==> src/shared/adc_out_regs.svh <==
// Constants for the dual converter output control block
`ifndef ADC_OUT_REGS_SVH
`define ADC_OUT_REGS_SVH

`define WORD_W          10
`define WORD_MSB        9
`define PIPE_DEPTH      5
`define WORD_ZERO       10'h000
`define WORD_TOP        10'h3FF
`define FMT_GND         2'h0
`define FMT_THIRD       2'h1
`define FMT_TWO_THIRD   2'h2
`define FMT_FULL        2'h3

`endif

==> src/shared/adc_out_pkg.sv <==
// Types shared by the dual converter output control block
package adc_out_pkg;

    typedef enum logic [1:0] {
        MODE_NORMAL,
        MODE_HIZ,
        MODE_NAP,
        MODE_SLEEP
    } chan_mode_type;

endpackage

==> src/core/sync2.sv <==
// Two-stage synchroniser for a single level
`timescale 1ns/1ps
module sync2 (
    input  wire logic ref_clk_i,
    input  wire logic rst_n_i,
    input  wire logic d_i,
    output logic      q_o
);
    logic meta_r;

    always_ff @(posedge ref_clk_i) begin
        if (!rst_n_i) begin
            meta_r <= 1'b0;
            q_o    <= 1'b0;
        end else begin
            meta_r <= d_i;
            q_o    <= meta_r;
        end
    end
endmodule

==> src/core/sample_pipe.sv <==
// Five-stage sample pipeline carrying a word and its range flag together
`timescale 1ns/1ps
`include "adc_out_regs.svh"
module sample_pipe (
    input  wire logic                 ref_clk_i,
    input  wire logic                 rst_n_i,
    input  wire logic                 shift_i,
    input  wire logic [`WORD_W-1:0]   word_i,
    input  wire logic                 flag_i,
    output logic      [`WORD_W-1:0]   word_o,
    output logic                      flag_o
);
    logic [`WORD_W:0] stage_r [`PIPE_DEPTH];

    genvar g;
    generate
        for (g = 0; g < `PIPE_DEPTH; g++) begin : g_stage
            if (g == 0) begin : g_head
                always_ff @(posedge ref_clk_i) begin
                    if (!rst_n_i) begin
                        stage_r[g] <= '0;
                    end else if (shift_i) begin
                        stage_r[g] <= {flag_i, word_i};
                    end
                end
            end else begin : g_body
                always_ff @(posedge ref_clk_i) begin
                    if (!rst_n_i) begin
                        stage_r[g] <= '0;
                    end else if (shift_i) begin
                        stage_r[g] <= stage_r[g-1];
                    end
                end
            end
        end
    endgenerate

    assign word_o = stage_r[`PIPE_DEPTH-1][`WORD_W-1:0];
    assign flag_o = stage_r[`PIPE_DEPTH-1][`WORD_W];
endmodule

==> src/core/dual_adc_output_control.sv <==
// Output side of a dual ten-bit pipelined converter: pipeline, format, swap, drive
`timescale 1ns/1ps
`include "adc_out_regs.svh"

module dual_adc_output_control
    import adc_out_pkg::*;
(
    input  wire logic                ref_clk_i,
    input  wire logic                rst_n_i,
    input  wire logic                chan_a_sample_clock_i,
    input  wire logic                chan_b_sample_clock_i,
    input  wire logic [`WORD_W-1:0]  chan_a_quantized_i,
    input  wire logic [`WORD_W-1:0]  chan_b_quantized_i,
    input  wire logic                chan_a_out_of_range_i,
    input  wire logic                chan_b_out_of_range_i,
    input  wire logic                output_bus_swap_i,
    input  wire logic                chan_a_power_down_i,
    input  wire logic                chan_b_power_down_i,
    input  wire logic                chan_a_output_enable_n_i,
    input  wire logic                chan_b_output_enable_n_i,
    input  wire logic [1:0]          format_level_i,
    output logic      [`WORD_W-1:0]  bus_a_word_o,
    output logic      [`WORD_W-1:0]  bus_b_word_o,
    output logic                     bus_a_range_flag_o,
    output logic                     bus_b_range_flag_o,
    output logic                     bus_a_oe_o,
    output logic                     bus_b_oe_o,
    output logic                     duty_stabilizer_on_o,
    output logic      [1:0]          chan_a_mode_o,
    output logic      [1:0]          chan_b_mode_o
);
    // ------------------------------------------------------------
    // Pin synchronisers
    // ------------------------------------------------------------
    logic clk_a_s;
    logic clk_b_s;
    logic swap_s;
    logic pd_a_s;
    logic pd_b_s;
    logic oen_a_s;
    logic oen_b_s;
    logic fmt0_s;
    logic fmt1_s;

    // Every control and sample clock pin passes two flops before any logic reads it
    sync2 u_sync_clk_a (
        .ref_clk_i (ref_clk_i),
        .rst_n_i   (rst_n_i),
        .d_i       (chan_a_sample_clock_i),
        .q_o       (clk_a_s)
    );

    sync2 u_sync_clk_b (
        .ref_clk_i (ref_clk_i),
        .rst_n_i   (rst_n_i),
        .d_i       (chan_b_sample_clock_i),
        .q_o       (clk_b_s)
    );

    sync2 u_sync_swap (
        .ref_clk_i (ref_clk_i),
        .rst_n_i   (rst_n_i),
        .d_i       (output_bus_swap_i),
        .q_o       (swap_s)
    );

    sync2 u_sync_pd_a (
        .ref_clk_i (ref_clk_i),
        .rst_n_i   (rst_n_i),
        .d_i       (chan_a_power_down_i),
        .q_o       (pd_a_s)
    );

    sync2 u_sync_pd_b (
        .ref_clk_i (ref_clk_i),
        .rst_n_i   (rst_n_i),
        .d_i       (chan_b_power_down_i),
        .q_o       (pd_b_s)
    );

    sync2 u_sync_oen_a (
        .ref_clk_i (ref_clk_i),
        .rst_n_i   (rst_n_i),
        .d_i       (chan_a_output_enable_n_i),
        .q_o       (oen_a_s)
    );

    sync2 u_sync_oen_b (
        .ref_clk_i (ref_clk_i),
        .rst_n_i   (rst_n_i),
        .d_i       (chan_b_output_enable_n_i),
        .q_o       (oen_b_s)
    );

    sync2 u_sync_fmt0 (
        .ref_clk_i (ref_clk_i),
        .rst_n_i   (rst_n_i),
        .d_i       (format_level_i[0]),
        .q_o       (fmt0_s)
    );

    sync2 u_sync_fmt1 (
        .ref_clk_i (ref_clk_i),
        .rst_n_i   (rst_n_i),
        .d_i       (format_level_i[1]),
        .q_o       (fmt1_s)
    );

    // Quantizer words are sampled only at a clock edge, after they settled
    logic [`WORD_W-1:0] q_a_r;
    logic [`WORD_W-1:0] q_b_r;
    logic               ovr_a_r;
    logic               ovr_b_r;

    always_ff @(posedge ref_clk_i) begin
        if (!rst_n_i) begin
            q_a_r   <= `WORD_ZERO;
            ovr_a_r <= 1'b0;
        end else begin
            q_a_r   <= chan_a_quantized_i;
            ovr_a_r <= chan_a_out_of_range_i;
        end
    end

    always_ff @(posedge ref_clk_i) begin
        if (!rst_n_i) begin
            q_b_r   <= `WORD_ZERO;
            ovr_b_r <= 1'b0;
        end else begin
            q_b_r   <= chan_b_quantized_i;
            ovr_b_r <= chan_b_out_of_range_i;
        end
    end

    // ------------------------------------------------------------
    // Sample clock edge detection
    // ------------------------------------------------------------
    logic clk_a_d_r;
    logic clk_b_d_r;

    always_ff @(posedge ref_clk_i) begin
        if (!rst_n_i) begin
            clk_a_d_r <= 1'b0;
            clk_b_d_r <= 1'b0;
        end else begin
            clk_a_d_r <= clk_a_s;
            clk_b_d_r <= clk_b_s;
        end
    end

    // A pin already high at reset release shows up as one rise
    wire rise_a = clk_a_s & ~clk_a_d_r;
    wire rise_b = clk_b_s & ~clk_b_d_r;

    // ------------------------------------------------------------
    // Mode decode
    // ------------------------------------------------------------
    chan_mode_type mode_a;
    chan_mode_type mode_b;

    always_comb begin
        unique case ({pd_a_s, oen_a_s})
            2'b00: mode_a = MODE_NORMAL;
            2'b01: mode_a = MODE_HIZ;
            2'b10: mode_a = MODE_NAP;
            2'b11: mode_a = MODE_SLEEP;
        endcase
    end

    always_comb begin
        unique case ({pd_b_s, oen_b_s})
            2'b00: mode_b = MODE_NORMAL;
            2'b01: mode_b = MODE_HIZ;
            2'b10: mode_b = MODE_NAP;
            2'b11: mode_b = MODE_SLEEP;
        endcase
    end

    // Conversion runs only while not powered down
    wire conv_a = ~pd_a_s;
    wire conv_b = ~pd_b_s;
    wire drive_a = (mode_a == MODE_NORMAL);
    wire drive_b = (mode_b == MODE_NORMAL);

    // ------------------------------------------------------------
    // Pipelines
    // ------------------------------------------------------------
    logic [`WORD_W-1:0] pipe_a_word;
    logic [`WORD_W-1:0] pipe_b_word;
    logic               pipe_a_flag;
    logic               pipe_b_flag;

    // A powered-down channel stops shifting, so nap and sleep keep the last words
    sample_pipe u_pipe_a (
        .ref_clk_i (ref_clk_i),
        .rst_n_i   (rst_n_i),
        .shift_i   (rise_a & conv_a),
        .word_i    (q_a_r),
        .flag_i    (ovr_a_r),
        .word_o    (pipe_a_word),
        .flag_o    (pipe_a_flag)
    );

    sample_pipe u_pipe_b (
        .ref_clk_i (ref_clk_i),
        .rst_n_i   (rst_n_i),
        .shift_i   (rise_b & conv_b),
        .word_i    (q_b_r),
        .flag_i    (ovr_b_r),
        .word_o    (pipe_b_word),
        .flag_o    (pipe_b_flag)
    );

    // ------------------------------------------------------------
    // Format and stabilizer
    // ------------------------------------------------------------
    wire [1:0] fmt_lvl = {fmt1_s, fmt0_s};
    wire twos_sel = (fmt_lvl == `FMT_TWO_THIRD) | (fmt_lvl == `FMT_FULL);
    wire dcs_sel  = (fmt_lvl == `FMT_THIRD) | (fmt_lvl == `FMT_TWO_THIRD);

    // Format applies at the output, so words already in flight follow a change
    // Offset binary passes straight through, zero at bottom, all ones at top
    wire [`WORD_W-1:0] msb_flip = {1'b1, {(`WORD_W-1){1'b0}}};
    wire [`WORD_W-1:0] fmt_a = twos_sel ? (pipe_a_word ^ msb_flip) : pipe_a_word;
    wire [`WORD_W-1:0] fmt_b = twos_sel ? (pipe_b_word ^ msb_flip) : pipe_b_word;

    // ------------------------------------------------------------
    // Bus swap
    // ------------------------------------------------------------
    // The routed channel's mode decides whether its bus is driven
    wire [`WORD_W-1:0] bus_a_nxt  = swap_s ? fmt_a : fmt_b;
    wire [`WORD_W-1:0] bus_b_nxt  = swap_s ? fmt_b : fmt_a;
    wire               flag_a_nxt = swap_s ? pipe_a_flag : pipe_b_flag;
    wire               flag_b_nxt = swap_s ? pipe_b_flag : pipe_a_flag;
    wire               oe_a_nxt   = swap_s ? drive_a : drive_b;
    wire               oe_b_nxt   = swap_s ? drive_b : drive_a;

    // ------------------------------------------------------------
    // Output registers
    // ------------------------------------------------------------
    always_ff @(posedge ref_clk_i) begin
        if (!rst_n_i) begin
            bus_a_word_o <= `WORD_ZERO;
            bus_b_word_o <= `WORD_ZERO;
        end else begin
            bus_a_word_o <= bus_a_nxt;
            bus_b_word_o <= bus_b_nxt;
        end
    end

    // Range flags ride in the same cycle as their words
    always_ff @(posedge ref_clk_i) begin
        if (!rst_n_i) begin
            bus_a_range_flag_o <= 1'b0;
            bus_b_range_flag_o <= 1'b0;
        end else begin
            bus_a_range_flag_o <= flag_a_nxt;
            bus_b_range_flag_o <= flag_b_nxt;
        end
    end

    // Drive enables
    always_ff @(posedge ref_clk_i) begin
        if (!rst_n_i) begin
            bus_a_oe_o <= 1'b0;
            bus_b_oe_o <= 1'b0;
        end else begin
            bus_a_oe_o <= oe_a_nxt;
            bus_b_oe_o <= oe_b_nxt;
        end
    end

    // Status
    always_ff @(posedge ref_clk_i) begin
        if (!rst_n_i) begin
            duty_stabilizer_on_o <= 1'b0;
            chan_a_mode_o        <= 2'h0;
            chan_b_mode_o        <= 2'h0;
        end else begin
            duty_stabilizer_on_o <= dcs_sel;
            chan_a_mode_o        <= mode_a;
            chan_b_mode_o        <= mode_b;
        end
    end
endmodule

==> config.mk <==
export PLATFORM = sky130hd
export DESIGN_NAME = dual_adc_output_control
export DESIGN_NICKNAME = d
export VERILOG_FILES = /design/src/shared/adc_out_pkg.sv /design/src/core/sync2.sv /design/src/core/sample_pipe.sv /design/src/core/dual_adc_output_control.sv
export VERILOG_INCLUDE_DIRS = /design/src /design/src/shared
export SDC_FILE = /design/constraint.sdc
export NUM_CORES = 1
export LEC_CHECK = 0
export BUFFER_PORTS_ARGS = -buffer_cell sky130_fd_sc_hd__buf_2
export CAP_MARGIN = 20
export CORE_ASPECT_RATIO = 2
export CORE_MARGIN = 2
export CORE_UTILIZATION = 58
export DETAILED_ROUTE_END_ITERATION = 10
export PLACE_DENSITY = 0.78
export SLEW_MARGIN = 20
export SYNTH_ARGS = -nofsm -noshare
export SYNTH_HDL_FRONTEND = slang
export SYNTH_HIERARCHICAL = 1
export SYNTH_SLANG_ARGS = --single-unit
==> constraint.sdc <==
create_clock -name ref_clk_i -period 3.4 [get_ports ref_clk_i]
set_input_delay 0 -clock ref_clk_i [delete_from_list [all_inputs] [get_ports ref_clk_i]]
set_output_delay 0 -clock ref_clk_i [all_outputs]
set_load 0.03 [all_outputs]
Yosys cells after proc, flatten, opt, wreduce, memory -nomap -nowiden
Memories as Yosys holds them, arrays and structs flattened.
Cells that the tools add are included.
Widths: inputs -> output; s select.
Word-level totals
  output and inout bits: 29
  bits in writable memories: 110
  bits in registers: 71
  input port bits: 33
  memories kept: 2
Memories
  u_pipe_a.stage_r: depth 5, width 11, rd ports 5, clocked after memory_dff 0, wr ports 5, RTL line sample_pipe.sv:13  | logic [`WORD_W:0] stage_r [`PIPE_DEPTH];
  u_pipe_b.stage_r: depth 5, width 11, rd ports 5, clocked after memory_dff 0, wr ports 5, RTL line sample_pipe.sv:13
Cells by class
  reduce and logical (&&, ||, !) cells: 4
  bitwise operators: 22
  muxes and demuxes: 27
  equal/unequal tests: 9
Operators with widths (count)
  $mux 11: 10
  $mux 10: 4
  $pmux 2 s4: 2
  $eq 2x2->1 const B: 6
  $or 1x1->1: 12
  $mux 1: 11
  $logic_not 2->1: 4
  $eq 2x1->1 const B: 3
  $not 1->1: 6
  $and 1x1->1: 4

Depth between registers and ports, before layout
Gate-level depths: netlist of run 1.
  word-level depth: 7
  depth in mapped cells: 4
  gate-level depth less buffers: 4

Cells and area by module
The synthesis of run 1 kept the hierarchy.
By module, submodules not included
  sample_pipe: area each 2092.0 sq um, cells each 123, times used 2, seq. area each 1651.6 sq um
  dual_adc_output_control: area each 1762.9 sq um, cells each 147, times used 1, seq. area each 1061.0 sq um
  sync2: area each 52.6 sq um, cells each 4, times used 9, seq. area each 40.0 sq um

Least setup slack after synthesis of run 1
OpenSTA, ideal clock, no wires.
  path type: register -> register
  start point: register u_sync_pd_b.q_o
  end point: memory u_pipe_b/stage_r[0][0] in the netlist's numbering (enable)
  path buffers: 1
  data required time: 2.978 ns
  period minus slack after synthesis: 2.490 ns
  stages on the path, launching flop included: 4
  path slack: 0.910 ns
  data arrival time: 2.069 ns
  cells stage by stage: dfxtp_1 nor3b_1 buf_4 nand2b_1
RTL lines
  start: declaration: RTL line sync2.sv:7  | output logic q_o
  start signal: assignment: RTL line sync2.sv:17  | q_o <= meta_r;
  end: declaration: RTL line sample_pipe.sv:13

==> impl_metrics.yaml, run 1 <==
sta:
  setup_tns_ns: 0
  fin_crit_ns: 2.31
  slew_viol_final: 0
  timing.fmax_ghz: 0.432
  setup_viol: 0
  maxSlewHeadroom_pct: 44.6
  period_share_pct: 68.0
  clock-skew-final_ns: 0.00942
  worst_slew_pin_slew_ns: 0.831
  finalHoldViolCount: 0
  rsz0062_at_grt: "false"
route:
  met1_length_um: 3830
  wl_met2_um: 5010
  drt_iter0_drc: 274
  ant_nets: 0
  routed.top_layer: "met4"
  drt-wirelength-per-cell_um: 14.4
  drt_pass1_iterations: 6
  routed_wl_um: 9600
  wl_met3_um: 396
  drcViolationCount: 0
  drt-vias-per-instance: 5.12
  via_count: 3407
final_layout:
  regArea_um2: 4720
  multi_input_comb_area_um2: 1500
  fillers: 680
  diodes: 0
  drive_gt1_share_pct: 23.2
  nets: 548
  fin_util_pct: 70.4
  syn2layout_area_growth_pct: 19.3
yosys:
  ys_seq_elements: 181
  ys_seq_area_share_pct: 73.6
  synth_top_area_share_pct: 51.5
  syn_nets: 464
  syn_area_per_cell_um2: 15.0
  synthTopCellsByArea: "edfxtp_1 (51%), dfxtp_1 (22%), and3_1 (8.8%), and2_1 (4.5%), mux2i_1 (3.7%)"
  synth_area_leader_cell: "edfxtp_1"
  synth_area_um2: 6420
  syn_inst: 429
  synthDistinctLibCells: 20
  ys_warn_count: 6
die:
  fp.dieArea_um2: 12000
  coreArea_um2: 10900
  die_h_um: 153
  rows: 54
  initial_core_util_pct: 59.0
  die_w_um: 78.4
  pin_count: 62
worst_hold_path:
  hold_path.class: "input port to flop"
  worstHoldStart: "rst_n_i"
clock_network:
  clock_path_buffers: 2
  ctsHtreeMaxLevel: 4
  cts_buffers: 17
  clk_pin_slew_worst_paths_ns: 0.07
  ctsResizeCount: 0
  cts_tree: "yes"
  clk_latency_ns: 0.42
  cts-root-buf: "clkbuf_16"
  cts_setup_buffers: 0
  cts_sinks: 181
grt:
  antenna_found_initial: 0
  grt_usage_pct: 17.0
  grt_pass1_wl_um: 15500
  grt_pass1_vias: 3309
  overflow: 0
  grt_max_degree: 124
worst_setup_path:
  cp_top_family: "buffers and inverters"
  cp-start-kind: "flop"
  cp_max_fo: 56
  crit_start: "u_sync_pd_b/q_o$_SDFF_PN0_"
  worstPathCellList: "nor3b_2, buf_4, nand2b_2, buf_4"
  critPathSlowestCell: "nand2b_2"
  criticalPathCategory: "flop to flop"
  crit_required_ns: 3.48
  cp-end-kind: "flop"
  r2r-start: "u_sync_pd_b/q_o$_SDFF_PN0_"
  critPathMaxStageDelay_ns: 0.58
  cp.arrival_ns: 2.39
  cp_common_cell: "buf_4"
  cp_num_buf_inv: 2
power_and_ir_drop:
  peakVddDrop_v: 0.000573
  power_leakage_nw: 3.40
  powerDensity_nw_per_um2: 607
placed_design:
  dp_hpwl_um: 5270
  portBuffers: 61
  place.gp.congestion: 0.801
job:
  maxCapViolCount: 0
run_status:
  status: "finished, final reports clean"
-- where the power goes --
part	switching, mW	total (mW)	internal, mW
combinational	0.137	0.230	0.0934
clock	0.886	1.95	1.06
sequential	0.0365	2.47	2.44
-- cells by family after synthesis --
| group | after synthesis | synth area share [%] |
|---|---|---|
| AOI/OAI and AO/OA | 3 | 0.312 |
| adders and majority gates | 2 | 0.390 |
| buffers and inverters | 33 | 3.37 |
| DFF | 181 | 73.6 |
| muxes | 24 | 3.74 |
| and+or+nand+nor | 186 | 18.6 |
-- layout make-up --
class | count | share of cell area, %
flip-flops and latches | 181 | 61.7
multi-input cells | 215 | 19.6
repair buffers | 97 | 8.56
clock buffers | 17 | 5.55
clock inverters | 15 | 2.32
well taps | 140 | 2.29
inverters | 1 | 0.0490
-- what timing repair did --
item	in CTS	in global routing
endpoints found under the setup margin	0	0
hold buffers	31	0
endpoints found under the hold margin	31	0
-- final timing paths --
path                                     endpoint  slack [ns]  cells after the start
max reg2reg  u_pipe_b/stage_r[1][1]$_SDFFCE_PN0P_        1.09                      4
min reg2reg           u_sync_oen_a/q_o$_SDFF_PN0_        0.43                      1
max          u_pipe_b/stage_r[1][1]$_SDFFCE_PN0P_        1.09                      4
min               duty_stabilizer_on_o$_SDFF_PN0_        0.10                      2
-- registers in the layout, summed over array words and instances, names as in the netlist, 2 cells and up --
signal,count
bus_a_word_o,10
bus_b_word_o,10
chan_a_mode_o,2
chan_b_mode_o,2
q_a_r,10
q_b_r,10
u_pipe_a/stage_r,55
u_pipe_b/stage_r,55
-- layout by cell type (no fill, tap or decap), drive strengths merged --
master / synthesis / layout
ha: 2 / 2
dfxtp: 71 / 71
clkbuf: 6 / 17
or3b: 1 / 1
nor3b: 4 / 4
o21ai: 1 / 1
nor2b: 21 / 21
inv: 1 / 12
o21a: 2 / 2
nand2b: 2 / 2
buf: 26 / 66
clkinv: 0 / 3
bufinv: 0 / 1
and3: 110 / 110
mux2i: 24 / 24
edfxtp: 110 / 110
dlygate4sd3: 0 / 31
nor3: 2 / 2
and2: 46 / 46
-- layer usage --
metal,vias to the layer above,track usage [%]
li1,1701,-
met1,1592,19.7
met2,95,27.3
met3,19,5.57
met4,0,9.77
met5,-,0
-- through the flow --
step | setup slack [ns] | hold slack (ns) | cell area [um^2] | std cells | total power, mW
after floorplan | 0.910 | 0.122 | 6420 | 429 | 2.66
after global routing | 0.903 | 0.105 | 7660 | 666 | 4.82
after detailed placement | 1.09 | 0.208 | 6750 | 603 | 2.73
after global placement | 1.14 | 0.206 | 6740 | 603 | 2.71
after CTS | 1.07 | 0.0653 | 7660 | 666 | 4.70
final | 1.09 | 0.102 | 7660 | 666 | 4.65
-- Yosys cell counts, drive strengths merged --
library cell    n
dfxtp          71
edfxtp        110
ha              2
nand2b          2
nor3b           4
o21ai           1
buf            26
nor2b          21
nor3            2
clkbuf          6
inv             1
mux2i          24
and3          110
o21a            2
and2           46
or3b            1
(Power assumes the default switching activity.)
==> run 2: changes to the inputs <==
--- a/config.mk
+++ b/config.mk
@@ -10,9 +10,9 @@
 export CAP_MARGIN = 20
 export CORE_ASPECT_RATIO = 2
 export CORE_MARGIN = 2
-export CORE_UTILIZATION = 58
+export CORE_UTILIZATION = 52
 export DETAILED_ROUTE_END_ITERATION = 10
-export PLACE_DENSITY = 0.78
+export PLACE_DENSITY = 0.74
 export SLEW_MARGIN = 20
 export SYNTH_ARGS = -nofsm -noshare
 export SYNTH_HDL_FRONTEND = slang
==> constraint.sdc (replaced) <==
create_clock -name ref_clk_i -period 1.9 [get_ports ref_clk_i]
set_input_delay 0 -clock ref_clk_i [delete_from_list [all_inputs] [get_ports ref_clk_i]]
set_output_delay 0 -clock ref_clk_i [all_outputs]
set_load 0.03 [all_outputs]
==> impl_metrics.yaml, run 2 (same netlist as run 1, synthesis figures left out) <==
final_layout:
  mostFrequentLayoutCells: "edfxtp_1 (110), and3_1 (90), dfxtp_1 (71)"
  nets: 554
  diodes: 0
  reg.largest.list: "u_pipe_a/stage_r (55), u_pipe_b/stage_r (55)"
  syn2layout_area_growth_pct: 19.8
  mostFrequentLayoutCell: "edfxtp_1"
  drive_gt1_share_pct: 23.7
sta:
  hold_slack_ns: 0.127
  fin_crit_ns: 1.48
  worst_slew_pin_slew_ns: 0.536
  timing.fmax_ghz: 0.675
  slew_viol_final: 0
  maxSlewHeadroom_pct: 64.3
  period_share_pct: 78.0
  setup_tns_ns: 0
  clock-skew-final_ns: 0.00681
  setup_viol: 0
  finalHoldViolCount: 0
  rsz0062_at_grt: "false"
clock_network:
  clk_pin_slew_worst_paths_ns: 0.07
  ctsHtreeMaxLevel: 4
  cts_tree: "yes"
  clock_path_buffers: 2
  cts_buffers: 17
  ctsResizeCount: 0
  clk_latency_ns: 0.42
  cts_sinks: 181
  cts-root-buf: "clkbuf_16"
grt:
  grt_pass1_vias: 3415
  grt_max_degree: 66
  grt_pass1_wl_um: 15900
  antenna_found_initial: 0
  grt_usage_pct: 16.1
  overflow: 0
die:
  rows: 57
  pin_count: 62
  die_h_um: 161
  fp.dieArea_um2: 13300
  coreArea_um2: 12100
  initial_core_util_pct: 53.0
  die_w_um: 82.6
placed_design:
  portBuffers: 61
  dp_hpwl_um: 5600
  place.gp.congestion: 0.750
power_and_ir_drop:
  power_mw: 8.22
  power_leakage_nw: 3.42
  powerDensity_nw_per_um2: 1070
  peakVddDrop_v: 0.000708
route:
  drt_pass1_iterations: 6
  drt_iter0_drc: 178
  drt-wirelength-per-cell_um: 14.4
  drcViolationCount: 0
  routed_wl_um: 9800
  ant_nets: 0
  drt-vias-per-instance: 5.10
  via_count: 3460
  wl_met2_um: 5140
  met1_length_um: 3920
  wl_met3_um: 380
  routed.top_layer: "met4"
run_status:
  status: "finished, final reports clean"
worst_setup_path:
  cp.arrival_ns: 1.55
  cp_max_fo: 36
  cp-end-kind: "flop"
  crit_required_ns: 1.97
  criticalPathCategory: "flop to flop"
  cp-start-kind: "flop"
job:
  maxCapViolCount: 0
worst_hold_path:
  hold_path.class: "input port to flop"
run 2: cell count changes in the layout (fill, tap and decap cells not counted), moves of 2 or more:
cell	before	now
buf_4	6	11
inv_6	7	3
clkinv_4	1	4
clkbuf_1	0	2
clkinv_8	2	0
run 2: metal layers:
metal	global-route usage [%]	up-vias
met5	0	-
met4	8.49	0
met3	4.80	22
met2	26.4	88
met1	18.5	1641
li1	-	1709
run 2: layout make-up:
type                    instances  area [um^2]
inverters                       1         3.75
repair buffers                103          713
clock inverters                13          141
clock buffers                  19          433
well taps                     147          184
fillers                       888         4430
flip-flops and latches        181         4720
multi-input cells             215         1490
run 2: critical path, stage by stage, from the launching register on:
cell      delay, ns
dfxtp_1        0.34
nor3b_2        0.22
nand2b_2       0.16
buf_4          0.40
run 2: final timing paths:
path,cells past startpoint,to,slack (ns),start
worst max-delay path,3,u_pipe_b/stage_r[3][4]$_SDFFCE_PN0P_,0.42,u_sync_pd_b/q_o$_SDFF_PN0_
worst min-delay path,2,duty_stabilizer_on_o$_SDFF_PN0_,0.13,rst_n_i
worst max register to register,3,u_pipe_b/stage_r[3][4]$_SDFFCE_PN0P_,0.42,u_sync_pd_b/q_o$_SDFF_PN0_
worst min register to register,1,u_sync_clk_b/q_o$_SDFF_PN0_,0.42,u_sync_clk_b/meta_r$_SDFF_PN0_
run 2: per-stage QoR:
step                      cell area [um^2]  setup WS [ns]  utilization, %  std cells
final                                 7690          0.418            63.5        679
after global routing                  7690          0.289            63.5        679
after CTS                             7690          0.394            63.5        679
after detailed placement              6810          0.454            56.2        616
after global placement                6810          0.504            56.2        616
after floorplan                       6420         0.0440               -        429
run 2: report_power, final:
part | switching (mW) | internal (mW) | leakage (nW) | total (mW)
registers | 0.0624 | 4.36 | 1.74 | 4.42
logic | 0.252 | 0.178 | 1.40 | 0.431
clock network | 1.50 | 1.86 | 0.284 | 3.36
run 2: repair_timing:
action / in CTS / in global routing
hold endpoints to repair: 31 / 0
hold buffers: 31 / 0
buffers inserted: 0 / 0
